[src/sbl_pkg.sv]
// package for the serial bootstrap loader: offsets, field positions, timing
// assumes a single 100 MHz clock domain and an AXI4-Lite register port
package sbl_pkg;
	// register byte offsets
	localparam logic [7:0] REG_MODE = 8'h00;
	localparam logic [7:0] REG_STAT = 8'h04;
	localparam logic [7:0] REG_RAMPTR = 8'h08;
	localparam logic [7:0] REG_JUMP = 8'h0C;
	localparam logic [7:0] REG_RXDATA = 8'h10;
	// field positions in the mode register
	localparam int MODE_BOOT_ROM_BIT = 0;
	localparam int MODE_SPECIAL_BIT = 1;
	localparam int MODE_A_BIT = 2;
	localparam int MODE_WIRED_OR_BIT = 3;
	localparam int MODE_ERASED_BIT = 4;
	// timing: e clock 2 MHz, system clock 100 MHz
	localparam int CLK_MHZ = 100;
	localparam int ECLK_MHZ = 2;
	localparam int E_DIV = CLK_MHZ / ECLK_MHZ;
	// default rate: prescale 4 x divider 4 x 16 = 256 e cycles per bit
	localparam int FAST_BIT_E = 4 * 4 * 16 / 16 * 16;
	// 1200 baud at 2 MHz e clock: 1666 e cycles per bit (rounded down)
	localparam int SLOW_BIT_E = 2000000 / 1200;
	localparam int LOOP_E = 19;
	localparam int FAST_LOOPS = 539;
	localparam int FAST_TMO_E = FAST_LOOPS * LOOP_E;
	// four char times of ten bits at 1200 baud
	localparam int SLOW_TMO_E = SLOW_BIT_E * 10 * 4;
	localparam int RAM_BYTES = 512;
	localparam logic [15:0] RAM_START = 16'h0000;
	localparam logic [15:0] EEPROM_START = 16'hB600;
	localparam logic [15:0] PRESET_X = 16'h1000;
	localparam logic [15:0] PRESET_Y = 16'hD000;
	localparam logic [7:0] ALL_ONES = 8'hFF;
	localparam logic [7:0] SLOW_A = 8'hE0;
	localparam logic [7:0] SLOW_B = 8'hC0;
	localparam logic [7:0] BREAK_CHAR = 8'h00;
endpackage : sbl_pkg

[src/sbl_loader.sv]
// serial bootstrap loader: mode latch, serial rx/tx, download engine, axi4-lite regs
// assumes rxd/txd are synchronous to aclk and a host that opens with an all-ones char
`timescale 1ns/1ps
// Function
// - reset into bootstrap sets boot rom enable, other modes clear it
// - in special test mode software may set boot rom enable
// - security programmed: ignore mode a input, mode b alone selects
// - secured part leaves security only after eeprom and ram erased
// - start at 7812 baud, can switch to 1200 baud
// - all-ones keeps rate; E0 or C0 switches to 1200 baud
// - receiver checks start mid-bit, samples data mid-bit, stop must be one unless the char is 00
// - host sends all ones first; first chars other than FF, E0, C0 or 00 flag an error
// - set wired-or port mode and enable rx and tx before exchange
// - transmit break; looped-back 00 jumps to eeprom start B600
// - ram pointer starts at 0000 and advances after each store
// - echo each stored byte back to the host
// - download 0 to 512 bytes, ended by four idle character times
// - 256-byte ram variant takes exactly 256 bytes, no idle end
// - default rate timeout is 539 loops of 19 e cycles
// - no timeout runs before the first all-ones char arrives
// - switching to 1200 baud swaps in a matching timeout constant
// - all-ones then timeout stores nothing and jumps to ram start
// - end on timeout or full ram, preset index regs, jump to ram
// - timeout equals four ten-bit characters at sixteen clocks per bit
// - special mode drives address bit 14 low on vector fetch
module sbl_loader #(
	parameter logic SMALL_RAM = 1'b0
) (
	input wire logic aclk,
	input wire logic aresetn,
	input wire logic clk_en,
	input wire logic mode_a_input,
	input wire logic mode_b_input,
	input wire logic security_disable_bit,
	input wire logic vector_fetch,
	input wire logic rxd,
	output logic txd,
	output logic addr14_force_low,
	output logic ram_we,
	output logic [15:0] ram_addr,
	output logic [7:0] ram_wdata,
	output logic jump_valid,
	output logic [15:0] jump_addr,
	output logic [15:0] index_x,
	output logic [15:0] index_y,
	input wire logic [7:0] s_axi_awaddr,
	input wire logic s_axi_awvalid,
	output logic s_axi_awready,
	input wire logic [31:0] s_axi_wdata,
	input wire logic [3:0] s_axi_wstrb,
	input wire logic s_axi_wvalid,
	output logic s_axi_wready,
	output logic [1:0] s_axi_bresp,
	output logic s_axi_bvalid,
	input wire logic s_axi_bready,
	input wire logic [7:0] s_axi_araddr,
	input wire logic s_axi_arvalid,
	output logic s_axi_arready,
	output logic [31:0] s_axi_rdata,
	output logic [1:0] s_axi_rresp,
	output logic s_axi_rvalid,
	input wire logic s_axi_rready
);
	typedef enum logic [3:0] {
		ST_INIT, ST_BREAK, ST_FIRST, ST_LOAD, ST_ECHO, ST_FINISH, ST_DONE
	} sbl_state_t;
	typedef enum logic [1:0] {RX_IDLE, RX_START, RX_DATA, RX_STOP} sbl_rx_t;

	typedef struct packed {
		sbl_state_t st;
		logic boot_rom_enable;
		logic special_mode_flag;
		logic mode_a_flag;
		logic port_wired_or_select;
		logic rx_en;
		logic tx_en;
		logic slow;
		logic rx_error;
		logic secured;
		logic erased;
		logic [5:0] ediv;
		// receiver
		sbl_rx_t rxs;
		logic rx_prev;
		logic [11:0] rx_cnt;
		logic [3:0] rx_bit;
		logic [7:0] rx_sh;
		logic rx_done;
		logic [7:0] rx_byte;
		// transmitter: 10-bit frame, break sends all zeros
		logic [9:0] tx_sh;
		logic [3:0] tx_bits;
		logic [11:0] tx_cnt;
		logic txd;
		// loader
		// slow timeout is 66640 e cycles, so the counter needs 17 bits
		logic [16:0] tmo;
		logic [15:0] ptr;
		logic [15:0] jump_addr;
		logic jump_valid;
		logic [15:0] ix;
		logic [15:0] iy;
		logic ram_we;
		logic [15:0] ram_addr;
		logic [7:0] ram_wdata;
		logic a14_low;
		// bus
		logic awready;
		logic wready;
		logic have_aw;
		logic have_w;
		logic [7:0] aw;
		logic [31:0] wd;
		logic [3:0] ws;
		logic bvalid;
		logic [1:0] bresp;
		logic arready;
		logic rvalid;
		logic [31:0] rdata;
		logic [1:0] rresp;
	} sbl_reg_t;

	sbl_reg_t r_ff;
	sbl_reg_t nxt_r;

	// bit period in e cycles for the current rate
	function automatic logic [11:0] bit_e(input logic slow);
		return slow ? 12'(sbl_pkg::SLOW_BIT_E) : 12'(sbl_pkg::FAST_BIT_E);
	endfunction : bit_e

	// timeout in e cycles for the current rate
	function automatic logic [16:0] tmo_e(input logic slow);
		return slow ? 17'(sbl_pkg::SLOW_TMO_E) : 17'(sbl_pkg::FAST_TMO_E);
	endfunction : tmo_e

	logic etick;
	logic rx_err_set; // an error is raised this cycle; it beats a software clear
	assign etick = (r_ff.ediv == 6'(sbl_pkg::E_DIV - 1));

	// whole next-state computation
	always_comb begin
		nxt_r = r_ff;
		rx_err_set = 1'b0;
		nxt_r.ram_we = 1'b0;
		nxt_r.rx_done = 1'b0;
		nxt_r.ediv = etick ? 6'h00 : r_ff.ediv + 6'h01;
		// receiver: falling edge, confirm mid start, mid-bit data, stop must be 1 unless the char is 00
		// mid-bit sampling
		if (etick && r_ff.rx_en) begin
			nxt_r.rx_prev = rxd;
			nxt_r.rx_cnt = r_ff.rx_cnt + 12'h001;
			case (r_ff.rxs)
				RX_IDLE: begin
					nxt_r.rx_cnt = 12'h000;
					if (r_ff.rx_prev && !rxd) begin
						nxt_r.rxs = RX_START;
					end
				end
				RX_START: begin
					if (r_ff.rx_cnt == (bit_e(r_ff.slow) >> 1)) begin
						nxt_r.rx_cnt = 12'h000;
						nxt_r.rx_bit = 4'h0;
						nxt_r.rxs = rxd ? RX_IDLE : RX_DATA;
					end
				end
				RX_DATA: begin
					if (r_ff.rx_cnt == bit_e(r_ff.slow)) begin
						nxt_r.rx_cnt = 12'h000;
						nxt_r.rx_sh = {rxd, r_ff.rx_sh[7:1]};
						nxt_r.rx_bit = r_ff.rx_bit + 4'h1;
						if (r_ff.rx_bit == 4'h7) begin
							nxt_r.rxs = RX_STOP;
						end
					end
				end
				RX_STOP: begin
					if (r_ff.rx_cnt == bit_e(r_ff.slow)) begin
						nxt_r.rxs = RX_IDLE;
						// framing error drops the char, except an all-zero break
						if (rxd || r_ff.rx_sh == sbl_pkg::BREAK_CHAR) begin
							nxt_r.rx_done = 1'b1;
							nxt_r.rx_byte = r_ff.rx_sh;
						end else begin
							nxt_r.rx_error = 1'b1;
							rx_err_set = 1'b1;
						end
					end
				end
				default: nxt_r.rxs = RX_IDLE;
			endcase
		end
		// transmitter, lsb first; idle line high
		if (etick && r_ff.tx_bits != 4'h0) begin
			nxt_r.tx_cnt = r_ff.tx_cnt + 12'h001;
			if (r_ff.tx_cnt == bit_e(r_ff.slow) - 12'h001) begin
				nxt_r.tx_cnt = 12'h000;
				nxt_r.txd = r_ff.tx_sh[0];
				nxt_r.tx_sh = {1'b1, r_ff.tx_sh[9:1]};
				nxt_r.tx_bits = r_ff.tx_bits - 4'h1;
			end
		end else if (r_ff.tx_bits == 4'h0) begin
			nxt_r.txd = 1'b1;
		end
		// loader sequence
		case (r_ff.st)
			ST_INIT: begin
				nxt_r.port_wired_or_select = 1'b1;
				nxt_r.rx_en = 1'b1;
				nxt_r.tx_en = 1'b1;
				nxt_r.slow = 1'b0;
				nxt_r.tmo = tmo_e(1'b0);
				if (r_ff.boot_rom_enable && (!r_ff.secured || r_ff.erased)) begin
					nxt_r.st = ST_BREAK;
				end
			end
			ST_BREAK: begin
				nxt_r.tx_sh = 10'h000;
				nxt_r.tx_bits = 4'hA;
				nxt_r.tx_cnt = 12'h000;
				nxt_r.st = ST_FIRST;
			end
			ST_FIRST: begin
				// no timeout while waiting for first char
				if (r_ff.rx_done) begin
					nxt_r.ptr = sbl_pkg::RAM_START;
					nxt_r.tmo = tmo_e(1'b0);
					nxt_r.st = ST_LOAD;
					if (r_ff.rx_byte == sbl_pkg::BREAK_CHAR) begin
						nxt_r.jump_addr = sbl_pkg::EEPROM_START;
						nxt_r.st = ST_DONE;
						nxt_r.jump_valid = 1'b1;
					end else if (r_ff.rx_byte == sbl_pkg::SLOW_A ||
						r_ff.rx_byte == sbl_pkg::SLOW_B) begin
						nxt_r.slow = 1'b1;
						nxt_r.tmo = tmo_e(1'b1);
					end else if (r_ff.rx_byte != sbl_pkg::ALL_ONES) begin
						nxt_r.rx_error = 1'b1;
						rx_err_set = 1'b1;
					end
				end
			end
			ST_LOAD: begin
				if (r_ff.rx_done) begin
					nxt_r.ram_we = 1'b1;
					nxt_r.ram_addr = r_ff.ptr;
					nxt_r.ram_wdata = r_ff.rx_byte;
					nxt_r.ptr = r_ff.ptr + 16'h0001;
					nxt_r.tmo = tmo_e(r_ff.slow);
					nxt_r.st = ST_ECHO;
				// idle end, none for small ram
				end else if (etick && !SMALL_RAM) begin
					if (r_ff.tmo == 17'h00000) begin
						nxt_r.st = ST_FINISH;
					end else begin
						nxt_r.tmo = r_ff.tmo - 17'h00001;
					end
				end
			end
			ST_ECHO: begin
				if (r_ff.tx_bits == 4'h0) begin
					nxt_r.tx_sh = {1'b1, r_ff.ram_wdata, 1'b0};
					nxt_r.tx_bits = 4'hA;
					nxt_r.tx_cnt = 12'h000;
					if (r_ff.ptr == (SMALL_RAM ? 16'(sbl_pkg::RAM_BYTES / 2) :
						16'(sbl_pkg::RAM_BYTES))) begin
						nxt_r.st = ST_FINISH;
					end else begin
						nxt_r.st = ST_LOAD;
					end
				end
			end
			ST_FINISH: begin
				// preset index regs, jump to ram
				nxt_r.ix = sbl_pkg::PRESET_X;
				nxt_r.iy = sbl_pkg::PRESET_Y;
				nxt_r.jump_addr = sbl_pkg::RAM_START;
				nxt_r.jump_valid = 1'b1;
				nxt_r.st = ST_DONE;
			end
			ST_DONE: nxt_r.st = ST_DONE;
			default: nxt_r.st = ST_INIT;
		endcase
		nxt_r.a14_low = r_ff.special_mode_flag && vector_fetch;
		// axi write path: address and data in either order
		if (s_axi_awvalid && r_ff.awready) begin
			nxt_r.have_aw = 1'b1;
			nxt_r.aw = s_axi_awaddr;
			nxt_r.awready = 1'b0;
		end
		if (s_axi_wvalid && r_ff.wready) begin
			nxt_r.have_w = 1'b1;
			nxt_r.wd = s_axi_wdata;
			nxt_r.ws = s_axi_wstrb;
			nxt_r.wready = 1'b0;
		end
		if (r_ff.have_aw && r_ff.have_w && !r_ff.bvalid) begin
			nxt_r.have_aw = 1'b0;
			nxt_r.have_w = 1'b0;
			nxt_r.bvalid = 1'b1;
			nxt_r.bresp = 2'h0;
			if (r_ff.aw == sbl_pkg::REG_MODE) begin
				// test-mode write of boot rom enable
				if (r_ff.ws[0] && r_ff.special_mode_flag &&
					r_ff.wd[sbl_pkg::MODE_BOOT_ROM_BIT]) begin
					nxt_r.boot_rom_enable = 1'b1;
				end
				if (r_ff.ws[0] && r_ff.wd[sbl_pkg::MODE_ERASED_BIT]) begin
					nxt_r.erased = 1'b1;
				end
			end else if (r_ff.aw == sbl_pkg::REG_STAT) begin
				// write one clears the error; a new error the same cycle wins
				if (r_ff.ws[0] && r_ff.wd[0] && !rx_err_set) begin
					nxt_r.rx_error = 1'b0;
				end
			end else begin
				nxt_r.bresp = 2'h2;
			end
		end
		if (r_ff.bvalid && s_axi_bready) begin
			nxt_r.bvalid = 1'b0;
			nxt_r.awready = 1'b1;
			nxt_r.wready = 1'b1;
		end
		// axi read path, one cycle answer after address
		if (s_axi_arvalid && r_ff.arready) begin
			nxt_r.arready = 1'b0;
			nxt_r.rvalid = 1'b1;
			nxt_r.rresp = 2'h0;
			case (s_axi_araddr)
				sbl_pkg::REG_MODE: nxt_r.rdata = {27'h0, r_ff.erased,
					r_ff.port_wired_or_select, r_ff.mode_a_flag,
					r_ff.special_mode_flag, r_ff.boot_rom_enable};
				sbl_pkg::REG_STAT: nxt_r.rdata = {24'h0, r_ff.secured,
					r_ff.slow, r_ff.tx_en, r_ff.rx_en, r_ff.st};
				sbl_pkg::REG_RAMPTR: nxt_r.rdata = {16'h0, r_ff.ptr};
				sbl_pkg::REG_JUMP: nxt_r.rdata = {15'h0, r_ff.jump_valid,
					r_ff.jump_addr};
				sbl_pkg::REG_RXDATA: nxt_r.rdata = {23'h0, r_ff.rx_error,
					r_ff.rx_byte};
				default: begin
					nxt_r.rdata = 32'h0000_0000;
					nxt_r.rresp = 2'h2;
				end
			endcase
		end
		if (r_ff.rvalid && s_axi_rready) begin
			nxt_r.rvalid = 1'b0;
			nxt_r.arready = 1'b1;
		end
	end

	// state register; reset latches the mode straps on the clock edge
	always_ff @(posedge aclk) begin
		if (!aresetn) begin
			r_ff <= '0;
			r_ff.st <= ST_INIT;
			r_ff.rxs <= RX_IDLE;
			r_ff.rx_prev <= 1'b1;
			r_ff.txd <= 1'b1;
			r_ff.awready <= 1'b1;
			r_ff.wready <= 1'b1;
			r_ff.arready <= 1'b1;
			r_ff.mode_a_flag <= security_disable_bit & mode_a_input;
			r_ff.special_mode_flag <= !mode_b_input;
			// boot rom only in bootstrap mode
			r_ff.boot_rom_enable <= !mode_b_input &&
				!(security_disable_bit & mode_a_input);
			r_ff.secured <= !security_disable_bit;
		end else if (clk_en) begin
			r_ff <= nxt_r;
		end
	end

	assign txd = r_ff.txd;
	assign addr14_force_low = r_ff.a14_low;
	assign ram_we = r_ff.ram_we;
	assign ram_addr = r_ff.ram_addr;
	assign ram_wdata = r_ff.ram_wdata;
	assign jump_valid = r_ff.jump_valid;
	assign jump_addr = r_ff.jump_addr;
	assign index_x = r_ff.ix;
	assign index_y = r_ff.iy;
	assign s_axi_awready = r_ff.awready;
	assign s_axi_wready = r_ff.wready;
	assign s_axi_bresp = r_ff.bresp;
	assign s_axi_bvalid = r_ff.bvalid;
	assign s_axi_arready = r_ff.arready;
	assign s_axi_rdata = r_ff.rdata;
	assign s_axi_rresp = r_ff.rresp;
	assign s_axi_rvalid = r_ff.rvalid;

	// pointer advances by one per store
	ptr_step_a: assert property (@(posedge aclk) disable iff (!aresetn)
		clk_en && r_ff.ram_we |=> r_ff.ptr == r_ff.ram_addr + 16'h0001)
		else $error("ram pointer did not advance");
	echo_after_a: assert property (@(posedge aclk) disable iff (!aresetn)
		r_ff.ram_we |-> r_ff.st == ST_ECHO)
		else $error("store not followed by echo");
	vector_low_a: assert property (@(posedge aclk) disable iff (!aresetn)
		clk_en && r_ff.special_mode_flag && vector_fetch |=> addr14_force_low)
		else $error("vector fetch not relocated");
	eeprom_jump_a: assert property (@(posedge aclk) disable iff (!aresetn)
		clk_en && r_ff.st == ST_FIRST && r_ff.rx_done && r_ff.rx_byte == 8'h00
		|=> jump_valid && jump_addr == 16'hB600)
		else $error("break did not jump to eeprom");
	rate_switch_a: assert property (@(posedge aclk) disable iff (!aresetn)
		clk_en && r_ff.st == ST_FIRST && r_ff.rx_done && r_ff.rx_byte == 8'hE0
		|=> r_ff.slow)
		else $error("rate not switched");
	slow_tmo_a: assert property (@(posedge aclk) disable iff (!aresetn)
		clk_en && r_ff.st == ST_LOAD && r_ff.rx_done && r_ff.slow
		|=> r_ff.tmo == 17'(sbl_pkg::SLOW_TMO_E))
		else $error("slow timeout constant wrong");
	ram_jump_a: assert property (@(posedge aclk) disable iff (!aresetn)
		clk_en && r_ff.st == ST_FINISH |=> jump_valid && jump_addr == 16'h0000
		&& index_x == 16'h1000)
		else $error("finish did not jump to ram");
	enables_on_a: assert property (@(posedge aclk) disable iff (!aresetn)
		r_ff.st == ST_FIRST |-> r_ff.rx_en && r_ff.tx_en && r_ff.port_wired_or_select)
		else $error("port not configured");
endmodule : sbl_loader

[config.mk]
export PLATFORM = sky130hd
export DESIGN_NAME = sbl_loader
export DESIGN_NICKNAME = d
export VERILOG_FILES = /design/src/sbl_pkg.sv /design/src/sbl_loader.sv
export SDC_FILE = /design/constraint.sdc
export NUM_CORES = 1
export LEC_CHECK = 0
export ABC_AREA = 1
export BUFFER_PORTS_ARGS = -buffer_cell sky130_fd_sc_hd__buf_2
export CELL_PAD_IN_SITES_DETAIL_PLACEMENT = 0
export CELL_PAD_IN_SITES_GLOBAL_PLACEMENT = 2
export CORE_MARGIN = 10
export CORE_UTILIZATION = 31
export DETAILED_ROUTE_END_ITERATION = 16
export GPL_TIMING_DRIVEN = 1
export PLACE_DENSITY_LB_ADDON = 0.1
export SETUP_SLACK_MARGIN = 0.15
export SYNTH_ARGS = -nofsm -noshare
export SYNTH_HDL_FRONTEND = slang
export SYNTH_SLANG_ARGS = --single-unit
[constraint.sdc]
create_clock -name aclk -period 2.4 [get_ports aclk]
set_clock_uncertainty 0.2 [all_clocks]
set_input_delay 0.36 -clock aclk [delete_from_list [all_inputs] [get_ports aclk]]
set_output_delay 0.36 -clock aclk [all_outputs]
set_load 0.02 [all_outputs]
; ---- Word level (Yosys, flattened, before mapping)
; Index checks and enable logic that the tools add are counted.
[op_classes]
n_bitwise = 1
n_addsub = 8
n_eq_ne = 43
n_mux = 97
reduce_logical = 77
[op_table]
columns = cell, n
row1 = 274-bit 2-to-1 mux, 2
row2 = 17-bit 2-to-1 mux, 7
row3 = 36-bit 2-to-1 mux, 3
row4 = 17-bit one-hot mux with 5 select lines, 1
row5 = 26-bit 2-to-1 mux, 2
row6 = 26-bit one-hot mux with 2 select lines, 1
row7 = 17-bit one-hot mux with 3 select lines, 1
row8 = 25-bit 2-to-1 mux, 2
row9 = 50-bit 2-to-1 mux, 1
row10 = 12-bit one-hot mux with 3 select lines, 1
row11 = 1-bit 2-to-1 mux, 34
row12 = 17-bit one-hot mux with 2 select lines, 1
row13 = 8-bit zero test, 4
row14 = 16-bit 2-to-1 mux, 2
row15 = 16-bit one-hot mux with 2 select lines, 1
row16 = 29-bit 2-to-1 mux, 1
row17 = 2-bit 2-to-1 mux, 14
row18 = 27-bit 2-to-1 mux, 1
row19 = 9-bit 2-to-1 mux, 3
row20 = 2-bit AND reduction, 13
row21 = "12-bit by 1-bit adder with 12-bit output, second input constant", 2
row22 = 12-bit == test, 2
row23 = 24-bit 2-to-1 mux, 1
row24 = 4-bit 2-to-1 mux, 6
row25 = other kinds (47), 120
[totals]
wordCells = 270
output_inout_bits = 117
in_bits = 65
reg_bits = 246

; ---- Longest topological paths before layout
[depth]
ltp_word = 19
ltp_mapped = 13
mapped_depth_nobuf = 12

; ---- Worst setup path before layout
; No wires, ideal clock.
[synth_timing]
path_kind = reg-to-reg
startpoint = register r_ff[208] in the netlist's numbering
endpoint = register r_ff[218] in the netlist's numbering
slack_ns = 0.498
setup_ns = 0.132
t_arrival_ns = 1.570
path_stages_with_launch = 12
period_less_slack_ns = 1.902
n_path_buf = 1
required_ns = 2.068
path_cell_list = dfxtp_1 inv_1 ha_1 nand3_1 inv_1 nor2_4 nand3_2 inv_1 buf_2 nand2_1 nand3_1 a21oi_1
[synth_between]
elab_chain_len = 5
elab_cells_between_ends = 6
cone_classes = mux: 3 / reduce/logical: 3
[synth_rtl]
columns = item, line_no
row1 = from (decl), sbl_loader.sv:123  ; sbl_reg_t r_ff;
row2 = from (signal assigned), sbl_loader.sv:370  ; r_ff <= nxt_r;
row3 = 4-bit nonzero test, sbl_loader.sv:193  ; if (etick && r_ff.tx_bits != 4'h0) begin
row4 = 1-bit logical AND, sbl_loader.sv:193
row5 = 26-bit 2-to-1 mux, sbl_loader.sv:193
row6 = 26-bit 2-to-1 mux, sbl_loader.sv:260  ; if (r_ff.tx_bits == 4'h0) begin
row7 = 26-bit one-hot mux with 2 select lines *, sbl_loader.sv:205  ; case (r_ff.st)
; Mark *: on every way between the ends. The rest lies on a longest branch, timed or not.
; A chain may end at the register's enable or synchronous reset.

; ---- Worst setup path after layout
[layout_timing]
startpoint = register r_ff[267] in the netlist's numbering
endpoint = register r_ff[251] in the netlist's numbering
[layout_between]
elab_chain_len = 4
elab_cells_between_ends = 6
cone_classes = eq/ne: 2 / mux: 4
[layout_rtl]
columns = item, line_no
row1 = 11-bit 2-to-1 mux *, sbl_loader.sv:128  ; return slow ? 12'(sbl_pkg::SLOW_BIT_E) : 12'(sbl_pkg::FAST_BIT_E);
row2 = 12-bit == test / 12-bit by 11-bit == test with 1-bit output (equally long branches), "sbl_loader.sv:167, sbl_loader.sv:160"
row3 = 24-bit 2-to-1 mux / 16-bit 2-to-1 mux (equally long branches), "sbl_loader.sv:167, sbl_loader.sv:160"
row4 = 12-bit one-hot mux with 3 select lines *, sbl_loader.sv:152  ; case (r_ff.rxs)
; Mark *: on every way between the ends. The rest lies on a longest branch, timed or not. The select of a mux whose other input is x is not followed.

==> metrics <==
Hold Fails Final Rpt=0; Post-Place Cell Area=between 10,000 and 15,000 um2; clock sinks=about 180; Simple-Gate Fraction of Synth Area=between 20% and 30%; Compound-Gate Fraction of Synth Area=14.3%; post-route cell area=roughly 11,000 um2; Seq. cell area=~3600 um2; kind of critical path=flop to flop; adder-cell share of the synthesized area=roughly 1.3%; Reg clk slew, reported paths=70 ps; GRT Resource Usage Total=between 10% and 20%; Synth async-reset ratio=0%; Remaining Overflow, GRT=0; initial core utilization=roughly a third; post-layout util=35.9%; worst hold path class=primary input to flop; Post-synth EDFFs=4; Final HPWL DP=approximately 22,000 um; part of the Yosys area used for sequential elements=a little under two fifths; biggest area consumer among synthesized cells=dfxtp_1; layout cells sized above 1=between 10% and 20%; Leak Pwr=4.72 nW; pwr/cell area=approximately 620 nW/um2; Pre-Repair DR Iteration Count=7; Crit Reg-Reg Endpoint=r_ff[251]; Die W=196 um; largest net degree at the start of global routing=50; Sw Ratio=29.3%; first-pass GRT wire length=about 46,000 um; CP startpoint kind=flop; NetSw=1.99 mW; synth warn=0; RSZ-0062 raised after global routing=false; Slew Limit Fails=0; ant diodes=0; Die Span Y=between 150 and 200 um; port bufs=92; Avg Synthesized Cell Area=~6.9 um2; most frequent cells after synthesis=319 x nand2_1, 175 x dfxtp_1, 147 x inv_1, 144 x a21oi_1, 120 x nor2_1; synth top area cells=dfxtp_1 37%, nand2_1 13%, buf_4 8.6%; CORE AREA=approximately 31,000 um2; post-synthesis xor/xnor area fraction=less than 1%; H-tree levels=4; gpl congestion=between 0.7 and 0.8; Final #Nets=roughly 1,500; min Tclk post-route=2080 ps; Root Driver=clkbuf_16; TritonCTS buffer count=17; Via density=approximately 4.6; Comb pwr share=about an eighth; Setup Viol. Count Final=0; io pins=about 180; Syn Std Cell Area=9560 um2; Synth Flop Type=dfxtp_1; mux cell area share after synthesis=0%; CTS tree=yes; Tcrit/Tclk final=between 80% and 90%; Power, Total=6.80 mW; cell with the most instances after synthesis=nand2_1; Critical Path RT=2530 ps; combinational family with the most area after synthesis=simple AND/OR/NAND/NOR gates; Max-slew headroom=a little over half; initial drt markers=360; r2r worst-path depth=10; library cells used by synthesis=52; Max Cap Viol=0; DRC viols=0; Layout area overhead=14.5%; Crit. End Element=flop; insertion delay of the later-clocked pin in the worst-skew pair=roughly 450 ps; worst hold stages=2; slew at the pin with the worst max-slew slack=between 600 and 700 ps; vias in the first global route=8,436; worst hold slack=slightly below 30 ps; Seq cells post-synth=around 180; start point of the worst hold path=security_disable_bit; Worst VDD drop=440 uV; Routed Antenna Nets=0; Multi-input gate area=around 4600 um2; Filler Cell Count=between 3,000 and 4,000; outcome=completed; post-synth top area share=between 30% and 40%; flop-to-flop setup slack=roughly 320 ps; Site Rows=64; Fin Setup TNS=0 ps; internal power=4.81 mW; Vias=between 8,000 and 9,000; Synth Instances=1,386; Clock power frac=a little over two fifths; Worst R2R Start=r_ff[267]; die area=38,300 um2; sequential share of power=approximately 46%; initial antenna violation count=0; clock buffer depth=2; Achievable Freq=between 400 and 500 MHz; WL final=about 29,000 um; worst-path maximum fanout=8; post-DR wirelength/cell=~15 um; Hold EP=nxt_r[265]; CP arrival=between 2000 and 2500 ps
-- worst max-delay path by stage --
stage,start,endpoint,slack [ps]
floorplan,r_ff[208],r_ff[218],500
global placement,r_ff[209],r_ff[204],200
detailed placement,r_ff[267],r_ff[251],170
CTS,r_ff[208],r_ff[204],160
global route,r_ff[259],r_ff[240],150
finish,r_ff[267],r_ff[251],320
-- timing repair --
item	in CTS	in global routing
buffers inserted	0	4
hold endpoints to repair	15	0
hold buffers	15	0
resized for setup	0	24
endpoints found under the setup margin	0	52
-- state kept, by name, indices dropped and copies added, names as in the netlist, named ones only --
register,flops
addr14_force_low,1
index_x,1
s_axi_rdata,17
jump_addr,1
nxt_r,3
s_axi_rresp,1
txd,1
ram_we,1
jump_valid,1
s_axi_bresp,1
s_axi_bvalid,1
r_ff,121
s_axi_arready,1
ram_addr,16
s_axi_rvalid,1
s_axi_awready,1
s_axi_wready,1
ram_wdata,8
-- per-stage QoR --
stage                     worst slack (ps)  std cells
after floorplan                        498       1441
after global placement                 196       1828
after detailed placement               167       1828
after CTS                              160       1875
after global routing                   151       1880
final                                  319       1880
-- power by group through the flow --
stage	clock network, mW	logic [mW]	registers [mW]
after floorplan	0	0.628	3.16
after detailed placement	0	0.789	3.17
after global routing	3.09	0.943	3.11
after CTS	2.96	0.810	3.10
final	2.87	0.828	3.10
after global placement	0	0.790	3.17
-- critical path, stage by stage (launching register included) --
cell and delay, ps:
dfxtp_1 390, buf_6 170, nor2_1 70, nor2_1 130
nand3_1 110, nor2_2 170, nor2_1 110, nor2_2 160
nand2_2 100, o21ai_4 280, nor2_1 80
-- placed cells by master (no fill, tap or decap), drive strengths merged, types with 18 or more instances in the layout --
master  instances
nand3          95
conb           56
nand2         323
nand4          30
buf           146
dfxtp         175
a21oi         144
o21ai          84
inv           155
nor3           32
clkbuf         18
nor2          136
-- cell type report --
class                   instances  share of cell area (%)
inverters                     151                    5.28
well taps                     396                    4.52
clock inverters                14                    1.37
repair buffers                161                    9.57
flip-flops and latches        179                    33.1
multi-input cells             960                    42.1
repair inverters                1                  0.0686
clock buffers                  18                    4.01
-- cells by family (layout without fill, tap and decap cells) --
family	Yosys count	count (layout)
fa+ha+maj	10	10
compound gates	257	257
simple gates	631	631
other cells	1	56
flops	179	179
buf+inv	302	345
xor+xnor	6	6
-- metal layers --
layer	up-vias	track usage, %	routed length [um]
met5	-	0	0
met4	0	4.24	378
met3	23	3.01	1080
met2	122	24.4	13400
met1	3956	19.4	13900
li1	4525	-	-
Note: power is estimated with default switching activity, not from simulation.
